`src/hdl/css_regs.svh`:
```
// constants for the clock source and start-up sequencer
`ifndef CSS_REGS_SVH
`define CSS_REGS_SVH
// ---------------------------------------------------------------
// register offsets
// ---------------------------------------------------------------
`define CSS_ADDR_TRIM 8'h00
`define CSS_ADDR_STATUS 8'h01
`define CSS_ADDR_CONFIG 8'h02
`define CSS_ADDR_SLEEP 8'h03
// ---------------------------------------------------------------
// fuse codes
// ---------------------------------------------------------------
`define CSS_SRC_EXT 4'h0
`define CSS_SRC_RC 4'h2
`define CSS_SRC_WDT 4'h4
`define CSS_SRC_LFX 4'h6
`define CSS_SUT_SHORT 2'h0
`define CSS_SUT_MID 2'h1
`define CSS_SUT_LONG 2'h2
`define CSS_SUT_RSVD 2'h3
// ---------------------------------------------------------------
// start-up counts
// ---------------------------------------------------------------
`define CSS_PD_FAST 16'h0006
`define CSS_RST_EXTRA 16'h000E
`define CSS_LFX_1K 16'h0400
`define CSS_TIME_4MS 4
`define CSS_TIME_64MS 64
`define CSS_WDT_4MS 14'h0200
`define CSS_WDT_64MS_DEF 8192
`define CSS_LFX_32K_DEF 32768
// ---------------------------------------------------------------
// field positions and reset values
// ---------------------------------------------------------------
`define CSS_SLEEP_BIT 0
`define CSS_TRIM_RST 8'h00
`endif

```
`src/hdl/css_pkg.sv`:
```
// types for the clock source and start-up sequencer
package css_pkg;
	typedef enum logic [4:0] {
		CSS_SAMPLE = 5'h01,
		CSS_RST_WAIT = 5'h02,
		CSS_RUN = 5'h04,
		CSS_SLEEP = 5'h08,
		CSS_WAKE = 5'h10
	} css_state_t;

	typedef struct packed {
		logic [3:0] clock_source_select_code;
		logic [1:0] startup_time_code;
		logic divide_by_eight_fuse;
	} css_fuse_t;

	typedef struct packed {
		logic rc_osc;
		logic external_clock_input;
		logic lf_crystal;
		logic wdt_osc;
		logic hf_crystal;
	} css_osc_t;

	typedef struct packed {
		logic [7:0] addr;
		logic [7:0] wdata;
		logic wr;
		logic rd;
	} css_bus_t;

	typedef struct packed {
		css_state_t state;
		css_fuse_t fuse;
		logic [7:0] oscillator_trim_register;
		logic src_prev;
		logic wdt_prev;
		logic [15:0] src_cnt;
		logic [13:0] wdt_cnt;
		logic [7:0] rdata;
		logic sys_clk;
		logic wdt_clk;
		logic core_reset_n;
		logic cpu_run;
		logic div8;
	} css_st_t;
endpackage

```
`src/hdl/css_clock_source_startup_select.sv`:
```
// clock source selection and start-up delay sequencer
// Functional notes
// - code 0110 runs the system from the low-frequency watch crystal
// - watch crystal timing: 00 1K+4ms, 01 1K+64ms, 10 32K+64ms, 11 reserved; code counts LFX_32K_CYCLES minus one (32767) for 32K; counts run in parallel
// - internal rc oscillator nominal 8MHz, no external parts needed
// - every reset copies factory calibration into the trim register
// - software may rewrite the trim register; oscillator follows it
// - watchdog clock and reset time-out keep using the watchdog oscillator
// - rc oscillator: 6 cycles from sleep; reset adds 14, 14+4ms, 14+64ms; code counts the two in parallel, releasing on the longer
// - shipped setting is rc oscillator, code 10, divide-by-eight programmed
// - code 0000 takes system clock straight from external clock input
// - external clock: 6 cycles from sleep; reset adds 14, 14+4ms, 14+64ms; code counts the two in parallel, releasing on the longer
// - code 0100 runs system clock from the 128kHz oscillator
// - 128kHz oscillator: 6 cycles from sleep; reset adds 14, 14+4ms, 14+64ms; code counts the two in parallel, releasing on the longer
// - real-time delay counted as 512 or 8192 watchdog oscillator cycles
// - wake-up count runs on the selected source before code executes
// - codes 0101,0111,0011,0001 reserved; 1000-1111 select crystal oscillator
`timescale 1ns/1ps
`include "css_regs.svh"

module css_clock_source_startup_select #(
	parameter int WDT_64MS_CYCLES = `CSS_WDT_64MS_DEF,
	parameter int LFX_32K_CYCLES = `CSS_LFX_32K_DEF
) (
	input wire logic clk,
	input wire logic nrst,
	input wire css_pkg::css_fuse_t fuse_in,
	input wire logic [7:0] factory_cal,
	input wire css_pkg::css_osc_t osc_in,
	input wire logic wake,
	input wire css_pkg::css_bus_t bus,
	output logic [7:0] rdata,
	output logic [7:0] oscillator_trim_register,
	output logic sys_clk,
	output logic wdt_clk,
	output logic core_reset_n,
	output logic cpu_run,
	output logic divide_by_eight
);
	import css_pkg::*;

	// ---------------------------------------------------------------
	// state
	// ---------------------------------------------------------------
	css_st_t st;
	css_st_t next_st;
	logic src_level;
	logic src_edge;
	logic wdt_edge;
	logic [1:0] sut_eff;
	logic [15:0] src_target;
	logic [13:0] wdt_target;
	logic src_done;
	logic wdt_done;
	logic trim_wr;
	logic sleep_wr;
	logic [7:0] read_word;
	logic [15:0] src_cnt_up;
	logic [13:0] wdt_cnt_up;

	// ---------------------------------------------------------------
	// source selection
	// ---------------------------------------------------------------
	always_comb begin
		src_level = osc_in.rc_osc;
		if (st.fuse.clock_source_select_code[3]) begin
			src_level = osc_in.hf_crystal;
		end else if (st.fuse.clock_source_select_code == `CSS_SRC_EXT) begin
			src_level = osc_in.external_clock_input;
		end else if (st.fuse.clock_source_select_code == `CSS_SRC_WDT) begin
			src_level = osc_in.wdt_osc;
		end else if (st.fuse.clock_source_select_code == `CSS_SRC_LFX) begin
			src_level = osc_in.lf_crystal;
		end else if (st.fuse.clock_source_select_code == `CSS_SRC_RC) begin
			src_level = osc_in.rc_osc;
		end else begin
			// reserved codes fall back to the rc oscillator
			src_level = osc_in.rc_osc;
		end
	end

	// inputs are synchronous, so a registered copy is enough for edges
	assign src_edge = src_level & ~st.src_prev;
	assign wdt_edge = osc_in.wdt_osc & ~st.wdt_prev;

	// ---------------------------------------------------------------
	// start-up targets
	// ---------------------------------------------------------------
	always_comb begin
		sut_eff = st.fuse.startup_time_code;
		if (st.fuse.startup_time_code == `CSS_SUT_RSVD) begin
			sut_eff = `CSS_SUT_LONG;
		end
	end

	always_comb begin
		src_target = `CSS_PD_FAST;
		if (st.fuse.clock_source_select_code == `CSS_SRC_LFX) begin
			// watch crystal counts 1K or 32K
			if (sut_eff == `CSS_SUT_LONG) begin
				src_target = 16'(LFX_32K_CYCLES - 1);
			end else begin
				src_target = `CSS_LFX_1K;
			end
		end else if (st.state == CSS_RST_WAIT) begin
			src_target = `CSS_RST_EXTRA;
		end else begin
			src_target = `CSS_PD_FAST;
		end
	end

	always_comb begin
		wdt_target = 14'h0000;
		if (st.fuse.clock_source_select_code == `CSS_SRC_LFX) begin
			// watch crystal always adds real time
			if (sut_eff == `CSS_SUT_SHORT) begin
				wdt_target = `CSS_WDT_4MS;
			end else begin
				wdt_target = 14'(WDT_64MS_CYCLES);
			end
		end else if (sut_eff == `CSS_SUT_MID) begin
			wdt_target = `CSS_WDT_4MS;
		end else if (sut_eff == `CSS_SUT_LONG) begin
			wdt_target = 14'(WDT_64MS_CYCLES);
		end else begin
			wdt_target = 14'h0000;
		end
	end

	// 32K fits 16 bits, yet the long crystal target is LFX_32K_CYCLES minus one, 32767 by default
	assign src_done = (st.src_cnt >= src_target);
	assign wdt_done = (st.wdt_cnt >= wdt_target);

	// ---------------------------------------------------------------
	// counters
	// ---------------------------------------------------------------
	always_comb begin
		// counts stop at their target so a long stay in run never wraps
		src_cnt_up = st.src_cnt;
		wdt_cnt_up = st.wdt_cnt;
		// wake count runs on the selected source
		if (src_edge && !src_done) begin
			src_cnt_up = 16'(st.src_cnt + 16'h0001);
		end
		// reset time-out timed by watchdog oscillator
		if (wdt_edge && !wdt_done) begin
			wdt_cnt_up = 14'(st.wdt_cnt + 14'h0001);
		end
	end

	// ---------------------------------------------------------------
	// register bus decode
	// ---------------------------------------------------------------
	always_comb begin
		trim_wr = 1'b0;
		sleep_wr = 1'b0;
		// a write in the sample cycle is ignored, else it would override the factory load
		if (bus.wr && st.state != CSS_SAMPLE) begin
			if (bus.addr == `CSS_ADDR_TRIM) begin
				trim_wr = 1'b1;
			end else if (bus.addr == `CSS_ADDR_SLEEP) begin
				sleep_wr = bus.wdata[`CSS_SLEEP_BIT];
			end
		end
	end

	always_comb begin
		read_word = 8'h00;
		if (bus.addr == `CSS_ADDR_TRIM) begin
			read_word = st.oscillator_trim_register;
		end else if (bus.addr == `CSS_ADDR_STATUS) begin
			read_word = {1'b0, st.cpu_run, st.core_reset_n, st.state};
		end else if (bus.addr == `CSS_ADDR_CONFIG) begin
			// config reads back the held fuse copy
			read_word = {1'b0, st.fuse};
		end else begin
			// sleep control is write-only, unmapped reads give zero
			read_word = 8'h00;
		end
	end

	// ---------------------------------------------------------------
	// next state
	// ---------------------------------------------------------------
	always_comb begin
		next_st = st;
		next_st.src_prev = src_level;
		next_st.wdt_prev = osc_in.wdt_osc;
		// watchdog clock always from its own oscillator
		next_st.wdt_clk = osc_in.wdt_osc;
		next_st.rdata = 8'h00;
		next_st.src_cnt = src_cnt_up;
		next_st.wdt_cnt = wdt_cnt_up;
		// ---------------------------------------------------------------
		// sequencer
		// ---------------------------------------------------------------
		case (st.state)
			CSS_SAMPLE: begin
				next_st.fuse = fuse_in;
				next_st.oscillator_trim_register = factory_cal;
				next_st.div8 = ~fuse_in.divide_by_eight_fuse;
				next_st.src_cnt = 16'h0000;
				next_st.wdt_cnt = 14'h0000;
				next_st.state = CSS_RST_WAIT;
			end
			CSS_RST_WAIT: begin
				if (src_done && wdt_done) begin
					next_st.core_reset_n = 1'b1;
					next_st.cpu_run = 1'b1;
					next_st.state = CSS_RUN;
				end
			end
			CSS_RUN: begin
				if (sleep_wr) begin
					next_st.cpu_run = 1'b0;
					next_st.state = CSS_SLEEP;
				end
			end
			CSS_SLEEP: begin
				next_st.src_cnt = 16'h0000;
				next_st.wdt_cnt = 14'h0000;
				if (wake) begin
					next_st.state = CSS_WAKE;
				end
			end
			CSS_WAKE: begin
				// code runs only after stable count
				if (src_done) begin
					next_st.cpu_run = 1'b1;
					next_st.state = CSS_RUN;
				end
			end
			default: begin
				next_st.state = CSS_SAMPLE;
			end
		endcase
		// clock is only passed on while the core may run
		next_st.sys_clk = next_st.cpu_run & src_level;
		if (trim_wr) begin
			next_st.oscillator_trim_register = bus.wdata;
		end
		// read data stands for one cycle only, zero otherwise
		if (bus.rd) begin
			next_st.rdata = read_word;
		end
	end

	// ---------------------------------------------------------------
	// registers
	// ---------------------------------------------------------------
	always_ff @(posedge clk) begin
		if (!nrst) begin
			st.state <= CSS_SAMPLE;
			// shipped rc, long start-up, divide by eight
			st.fuse <= {`CSS_SRC_RC, `CSS_SUT_LONG, 1'b0};
			st.oscillator_trim_register <= `CSS_TRIM_RST;
			st.src_prev <= 1'b0;
			st.wdt_prev <= 1'b0;
			st.src_cnt <= 16'h0000;
			st.wdt_cnt <= 14'h0000;
			st.rdata <= 8'h00;
			st.sys_clk <= 1'b0;
			st.wdt_clk <= 1'b0;
			st.core_reset_n <= 1'b0;
			st.cpu_run <= 1'b0;
			st.div8 <= 1'b1;
		end else begin
			st <= next_st;
		end
	end

	// ---------------------------------------------------------------
	// outputs
	// ---------------------------------------------------------------
	assign rdata = st.rdata;
	assign oscillator_trim_register = st.oscillator_trim_register;
	assign sys_clk = st.sys_clk;
	assign wdt_clk = st.wdt_clk;
	assign core_reset_n = st.core_reset_n;
	assign cpu_run = st.cpu_run;
	assign divide_by_eight = st.div8;
endmodule

```
`config.mk`:
```
export PLATFORM = sky130hd
export DESIGN_NAME = css_clock_source_startup_select
export DESIGN_NICKNAME = d
export VERILOG_FILES = /design/src/hdl/css_pkg.sv /design/src/hdl/css_clock_source_startup_select.sv
export VERILOG_INCLUDE_DIRS = /design/src /design/src/hdl
export SDC_FILE = /design/constraint.sdc
export NUM_CORES = 1
export LEC_CHECK = 0
export BUFFER_PORTS_ARGS = -buffer_cell sky130_fd_sc_hd__buf_2
export CAP_MARGIN = 20
export CORE_MARGIN = 2
export CORE_UTILIZATION = 51
export CTS_CLUSTER_SIZE = 12
export DETAILED_ROUTE_END_ITERATION = 12
export GPL_TIMING_DRIVEN = 0
export PLACE_DENSITY = 0.76
export REMOVE_ABC_BUFFERS = 1
export SYNTH_ARGS = -nofsm -noshare
export SYNTH_HDL_FRONTEND = slang
export SYNTH_SLANG_ARGS = --single-unit
```
`constraint.sdc`:
```
create_clock -name clk -period 2.81 [get_ports clk]
set_input_delay 0.4215 -clock clk [delete_from_list [all_inputs] [get_ports clk]]
set_output_delay 0.4215 -clock clk [all_outputs]
set_load 0.1 [all_outputs]
```
==> results of run 1 <==
## layout make-up
cell class | count | area (um2) | area share, %
clock buffer | 11 | 141.4 | 2.990
clock inverter | 5 | 56.30 | 1.191
inverter | 7 | 33.78 | 0.7145
multi-input combinational | 321 | 2497 | 52.82
sequential | 64 | 1291 | 27.31
tap | 96 | 120.1 | 2.540
timing repair buffer | 93 | 588.1 | 12.44
## synth_stat cells, drive strengths merged, types with 2 or more instances
cell / instances
o311ai: 3
nor2: 41
nand4: 15
a211oi: 2
inv: 7
nor4b: 3
nand3b: 3
xnor2: 5
o31ai: 6
nand4b: 4
xor2: 12
a211o: 2
nor4: 6
o21a: 6
a22oi: 9
nand2b: 11
nor3b: 4
nor3: 6
nand2: 35
buf: 19
or4: 6
dfxtp: 64
a21boi: 9
and4: 3
a2111oi: 8
ha: 17
nand3: 13
clkbuf: 14
o21ai: 14
o211ai: 3
and2: 5
nor2b: 14
a21oi: 15
and3: 3
or3: 4
mux2i: 14
a21o: 3
## routing by layer
metal  vias to the layer above  global-route usage, %  wire (um)
li1                       1693                      -          -
met1                      1717                  32.22       4475
met2                       176                  40.74       5214
met3                        36                  5.784        609
met4                         0                  9.780        279
met5                         -                      0          0
## path summary, 6_finish.rpt
check | to | cells after the start | slack (ns)
min reg2reg | rdata[7] | 2 | 0.47
max | st[29] | 12 | -0.29
min | st[57] | 3 | 0.30
max reg2reg | st[29] | 12 | -0.29
## stage by stage
step / hold slack (ns) / std cells
floorplan: 0.4557 / 389
global placement: 0.4544 / 546
detailed placement: 0.4556 / 549
CTS: 0.2889 / 585
global route: 0.2945 / 597
finish: 0.3011 / 597
## what timing repair did
item | 4_1_cts | 5_1_grt
pin swaps | 19 | 20
gates resized for setup | 35 | 43
gates cloned | 3 | 0
endpoints found under the setup margin | 34 | 39
setup buffers | 17 | 12
## kinds of logic (layout without fill, tap and decap cells)
kind of cell,after synthesis,count (layout),synth area share [%]
and+or+nand+nor,181,181,27.30
AOI/OAI and AO/OA,88,91,17.25
DFF,64,64,35.12
buffers and inverters,40,116,6.276
adders and majority gates,17,17,5.830
xor gates and xnor gates,17,17,4.081
muxes,15,15,4.149
## placed cells by master (no fill, tap or decap), types with 3 or more instances in the layout
cell       Yosys  routed
buf_2          0      61
dfxtp_1       64      60
nor2_1        41      38
nand2_1       34      32
buf_4         17      24
nand4_1       15      15
mux2i_1       14      14
nor2b_1       14      14
ha_1          17      14
nand3_1       13      13
xor2_1        12      12
a21oi_1       15      11
nand2b_1      11      11
o21ai_0       13      10
clkbuf_8       0      10
a22oi_1        9       8
a21boi_0       9       8
inv_1          7       6
o21a_1         6       6
a2111oi_0      7       6
buf_6          2       6
or4_1          5       5
and2_1         5       5
xnor2_1        5       4
a21oi_2        0       4
nand4b_1       4       4
o31ai_2        1       4
nand3b_1       3       3
or3_1          4       3
o211ai_1       3       3
nor4_4         0       3
o211a_4        0       3
and3_1         3       3
## report_power, final
part | leakage, nW | switching (W) | internal, W
logic | 1.24 | 0.000431 | 0.000243
registers | 0.521 | 0.0000499 | 0.000950
clock network | 0.0993 | 0.000380 | 0.000433
total | 1.86 | 0.000861 | 0.00163
## registers in the layout, indices dropped and copies added (netlist names)
signal,count
sys_clk,1
wdt_clk,1
st,43
core_reset_n,1
cpu_run,1
rdata,8
divide_by_eight,1
oscillator_trim_register,8
## worst min-delay path, cell delays in order
cell and delay, ns:
buf_2 0.07, mux2i_1 0.06, nand2_1 0.06
==> impl_metrics.env, run 1 <==
export IMPL_avgSynthCellArea_um2=8.646
export IMPL_areaGrowthSynthToFinish_pct=29.60
export IMPL_crit_required_ns=3.09
export IMPL_postCtsHoldBufs=0
export IMPL_die_w_um=88.58
export IMPL_max_freq_mhz=322.5
export IMPL_crit_type="reg -> reg"
export IMPL_start_util_pct=53.11
export IMPL_worstSkewPairLatency_ns=0.35
export IMPL_place_worst_setup_slack_ns=-0.7226
export IMPL_antenna_found_initial=0
export IMPL_wl_mm=10.58
export IMPL_cp_data_arrival_time_ns=3.38
export IMPL_status="finished with violations"
export IMPL_finalClockSkew_ns=0.006018
export IMPL_dp_hpwl_mm=6.384
export IMPL_grtUsageTotal_pct=25.01
export IMPL_post_route_period_util_pct=110.3
export IMPL_drt_first_pass_iters=6
export IMPL_pin_count=62
export IMPL_synth_area_leaders="dfxtp_1, ha_1, nor2_1, mux2i_1, buf_4"
export IMPL_finalSetupTns_ns=-4.491
export IMPL_nets=554
export IMPL_core_rowCount=30
export IMPL_vias=3622
export IMPL_cap_viol_max_count=0
export IMPL_post_route_cell_area_um2=4728
export IMPL_avgRoutedWirePerCell_um=17.72
export IMPL_synth_ff_type="dfxtp_1"
export IMPL_synth_edf_count=0
export IMPL_grt_max_degree=30
export IMPL_holdCritStartpoint="fuse_in[4]"
export IMPL_min_period_ns=3.101
export IMPL_critPathSlowestCell="or4_1"
export IMPL_drtAntennaViolNets=0
export IMPL_violations="setup timing"
export IMPL_slew_limit_headroom_pct=37.11
export IMPL_cp_common_cell="buf_4"
export IMPL_final_layout_size_suffix_gt1_share_pct=33.53
export IMPL_reg2reg_from="st[59]"
export IMPL_gp_congestion=0.8739
export IMPL_clock_sinks=64
export IMPL_port_buffers=61
export IMPL_cts_tree="yes"
export IMPL_drt_iter0_drc=297
export IMPL_synthArstFlopShare_pct=0
export IMPL_clock_root_buffer="clkbuf_8"
export IMPL_ir_worst_vdd_uv=334.0
export IMPL_finalPower_w=0.002487
export IMPL_ys_seq_area_share_pct=35.12
export IMPL_path_max_fanout=7
export IMPL_tightest_slew_ns=0.9377
export IMPL_die_area_um2=7846
export IMPL_grt_pass1_vias=3157
export IMPL_overflow=0
export IMPL_powerDensity_nw_per_um2=525.9
export IMPL_crit_family="simple AND/OR/NAND/NOR gates"
export IMPL_syn_inst=422
export IMPL_grt_pass1_wl_mm=15.08
export IMPL_worst_path_buf_inv=3
export IMPL_fillCellCount=508
export IMPL_yosys_area_top_type="dfxtp_1"
export IMPL_endpoint_kind="register"
export IMPL_slew_viol_final=0
export IMPL_hp_class="in -> reg"
export IMPL_crit_start="st[59]"
export IMPL_cp_cell_sequence="and4bb_4 > buf_12 > nand2_8 > buf_4 > buf_4 > ha_1 > a21o_1 > a31oi_1 > nand2_2 > o211a_4 > or4_1 > a21oi_1"
export IMPL_fin_ws_ns=-0.2906
export IMPL_die_y_um=88.58
export IMPL_ys_ff_latch=64
export IMPL_rsz0062_at_grt="true"
export IMPL_cts_made_buffers=9
export IMPL_utilization_pct=68.83
export IMPL_ys_warnings_count=0
export IMPL_hold_viol_final=0
export IMPL_cpPeakStageDelay_ns=0.47
export IMPL_synth_area_um2=3648
export IMPL_cts_clk_slew_worst_paths_ns=0.07
export IMPL_core_um2=6869
export IMPL_htree_levels=3
export IMPL_vias_per_cell=6.067
export IMPL_clock_path_buffers=2
export IMPL_setup_viol=31
export IMPL_ys_types=59
export IMPL_place_area_um2=3918
export IMPL_drc=0
export IMPL_antenna_cells=0
export IMPL_cp_start_kind="register"
export IMPL_leakagePower_nw=1.856
export IMPL_netlist_area_leader_share_pct=35.12
(Power assumes the default switching activity.)
==> run 2: changes to the inputs <==
--- a/config.mk
+++ b/config.mk
@@ -9,11 +9,11 @@
 export BUFFER_PORTS_ARGS = -buffer_cell sky130_fd_sc_hd__buf_2
 export CAP_MARGIN = 20
 export CORE_MARGIN = 2
-export CORE_UTILIZATION = 51
+export CORE_UTILIZATION = 60
 export CTS_CLUSTER_SIZE = 12
 export DETAILED_ROUTE_END_ITERATION = 12
 export GPL_TIMING_DRIVEN = 0
-export PLACE_DENSITY = 0.76
+export PLACE_DENSITY = 0.84
 export REMOVE_ABC_BUFFERS = 1
 export SYNTH_ARGS = -nofsm -noshare
 export SYNTH_HDL_FRONTEND = slang
==> constraint.sdc (replaced) <==
create_clock -name clk -period 3.58 [get_ports clk]
set_input_delay 0.537 -clock clk [delete_from_list [all_inputs] [get_ports clk]]
set_output_delay 0.537 -clock clk [all_outputs]
set_load 0.1 [all_outputs]
==> run 2 against run 1 <==
  * The flow now finishes without violations
  * Sequential cell count is the same
  * Die area shrank 14%
  * Count of clock-buffer cells in the layout shrank 2
  * Clock power shrank 13%
  * Routed wire length shrank 20%
  * Combinational power shrank 40%
  * First-iteration DRC count shrank 29%
  * Design area shrank 13%
  * Critical path type unchanged
  * Largest power group unchanged
==> impl_metrics.env, run 2 (synthesized netlist as in run 1, its figures left out) <==
export IMPL_status="complete, no violations"
export IMPL_final_cell_mix="dfxtp_1, buf_2, nor2_1"
export IMPL_r2r_end="st[41]"
export IMPL_cap_viol_max_count=0
export IMPL_power_frac_comb_pct=21.4
export IMPL_leakagePower_nw=1.664
export IMPL_cp_start_kind="register"
export IMPL_port_buffers=61
export IMPL_fin_ws_ns=0.2732
export IMPL_utilization_pct=69.79
export IMPL_largest_reg_flops=43
export IMPL_ir_worst_vdd_uv=271.4
export IMPL_regMostFlops="st"
export IMPL_finalSetupTns_ns=0
export IMPL_drc=0
export IMPL_cts_resized=0
export IMPL_finalClockSkew_ns=0.01019
export IMPL_drtAntennaViolNets=0
export IMPL_die_y_um=81.98
export IMPL_powerDensity_nw_per_um2=461.7
export IMPL_pin_count=62
export IMPL_gp_congestion=0.8400
export IMPL_core_rowCount=28
export IMPL_grt_pass1_vias=3076
export IMPL_cts_tree="yes"
export IMPL_p_sw_w=0.0006209
export IMPL_postCtsHoldBufs=0
export IMPL_place_worst_setup_slack_ns=0.1590
export IMPL_worstSkewPairLatency_ns=0.35
export IMPL_hp_class="in -> reg"
export IMPL_crit_type="reg -> reg"
export IMPL_min_to="st[57]"
export IMPL_start_util_pct=61.99
export IMPL_finalPower_w=0.001897
export IMPL_layout_commonest_cell="dfxtp_1"
export IMPL_clkPwrFrac_pct=37.3
export IMPL_hold_viol_final=0
export IMPL_layout_cells_non_filler=543
export IMPL_largestRegisters="st x43, oscillator_trim_register x8, rdata x8"
export IMPL_path_max_fanout=24
export IMPL_placed_cells=526
export IMPL_core_um2=5886
export IMPL_avgRoutedWirePerCell_um=15.49
export IMPL_crit_required_ns=3.85
export IMPL_rr_worst_depth=10
export IMPL_tightest_slew_ns=0.9845
export IMPL_regToRegSetupSlack_ns=0.27
export IMPL_post_cts_buffers=0
export IMPL_slew_viol_final=0
export IMPL_dp_hpwl_mm=6.124
export IMPL_antenna_cells=0
export IMPL_grt_max_degree=30
export IMPL_p_sw_share_pct=32.74
export IMPL_htree_levels=3
export IMPL_wl_mm=8.411
export IMPL_overflow=0
export IMPL_cts_made_buffers=9
export IMPL_drt_first_pass_iters=4
export IMPL_clock_path_buffers=2
export IMPL_setup_viol=0
export IMPL_p_seq_share_pct=41.3
export IMPL_holdCritStartpoint="fuse_in[4]"
export IMPL_clock_sinks=64
export IMPL_antenna_found_initial=0
export IMPL_vias_per_cell=6.052
export IMPL_vias=3286
export IMPL_post_route_period_util_pct=92.37
export IMPL_endpoint_kind="register"
export IMPL_cts_clk_slew_worst_paths_ns=0.08
export IMPL_slew_limit_headroom_pct=34.36
export IMPL_p_int_w=0.001276
export IMPL_cp_data_arrival_time_ns=3.57
export IMPL_max_freq_mhz=302.4
export IMPL_hold_depth=3
export IMPL_clock_root_buffer="clkbuf_8"
export IMPL_grt_pass1_wl_mm=13.93
export IMPL_die_w_um=81.98
export IMPL_areaGrowthSynthToFinish_pct=12.59
export IMPL_final_layout_size_suffix_gt1_share_pct=20.09
export IMPL_drt_iter0_drc=211
export IMPL_min_period_ns=3.307
export IMPL_die_area_um2=6721
export IMPL_reg2reg_from="st[59]"
export IMPL_nets=521
export IMPL_grtUsageTotal_pct=26.70
export IMPL_rsz0062_at_grt="false"
==> run 2: cell count changes in the layout (fill, tap and decap cells not counted), moves of 4 or more <==
cell     change
nor3_1       +4
a21oi_2      -4
buf_6        -6
dfxtp_1      +4
a21oi_1      +4
buf_4       -24
nor4_1       +4
==> run 2: worst max-delay path, cell delays in order, from the launching register on <==
cell	delay (ns)
dfxtp_1	0.40
and4bb_4	0.42
inv_1	0.12
nor2_1	0.17
ha_1	0.27
a21o_1	0.19
a2111oi_1	0.38
and4b_1	0.27
o211a_4	0.33
or4_1	0.52
a21oi_1	0.15
==> run 2: stage by stage <==
step / hold slack [ns] / instance area, um2
after floorplan: 0.4557 / 3446
after global routing: 0.4293 / 4108
after CTS: 0.4135 / 4094
after global placement: 0.4537 / 3845
final: 0.4205 / 4108
after detailed placement: 0.4687 / 3869
==> run 2: routing by layer <==
metal,global-route usage [%],part of all wire (%),vias to the layer above,wire [um]
li1,-,-,1617,-
met1,32.74,42,1542,3567
met2,45.77,50,111,4172
met3,4.286,5.8,16,489
met4,12.17,2.2,0,182
met5,0,0,-,0
==> run 2: cell type report <==
class	count	area (um2)
Clock buffer	9	123.9
Fill cell	455	1778
Timing Repair Buffer	63	325.3
Clock inverter	7	101.3
Tap cell	75	93.84
Multi-Input combinational cell	318	2156
Inverter	7	26.28
Sequential cell	64	1281
==> run 2: power groups by stage <==
stage	clock [W]	sequential [W]	combinational (W)
floorplan	0	0.000885	0.000202
global placement	0	0.000798	0.000385
detailed placement	0	0.000799	0.000401
CTS	0.000716	0.000783	0.000403
global route	0.000749	0.000787	0.000442
finish	0.000708	0.000784	0.000405
==> run 2: how the worst max path moves through the flow <==
| stage | end | slack, ns | startpoint |
|---|---|---|---|
| global route | st[38] | 0.05 | st[59] |
| floorplan | oscillator_trim_register[0] | 0.03 | st[61] |
| global placement | oscillator_trim_register[5] | -0.91 | st[61] |
| finish | st[41] | 0.27 | st[59] |
| CTS | st[41] | 0.13 | st[59] |
| detailed placement | st[41] | 0.16 | st[59] |
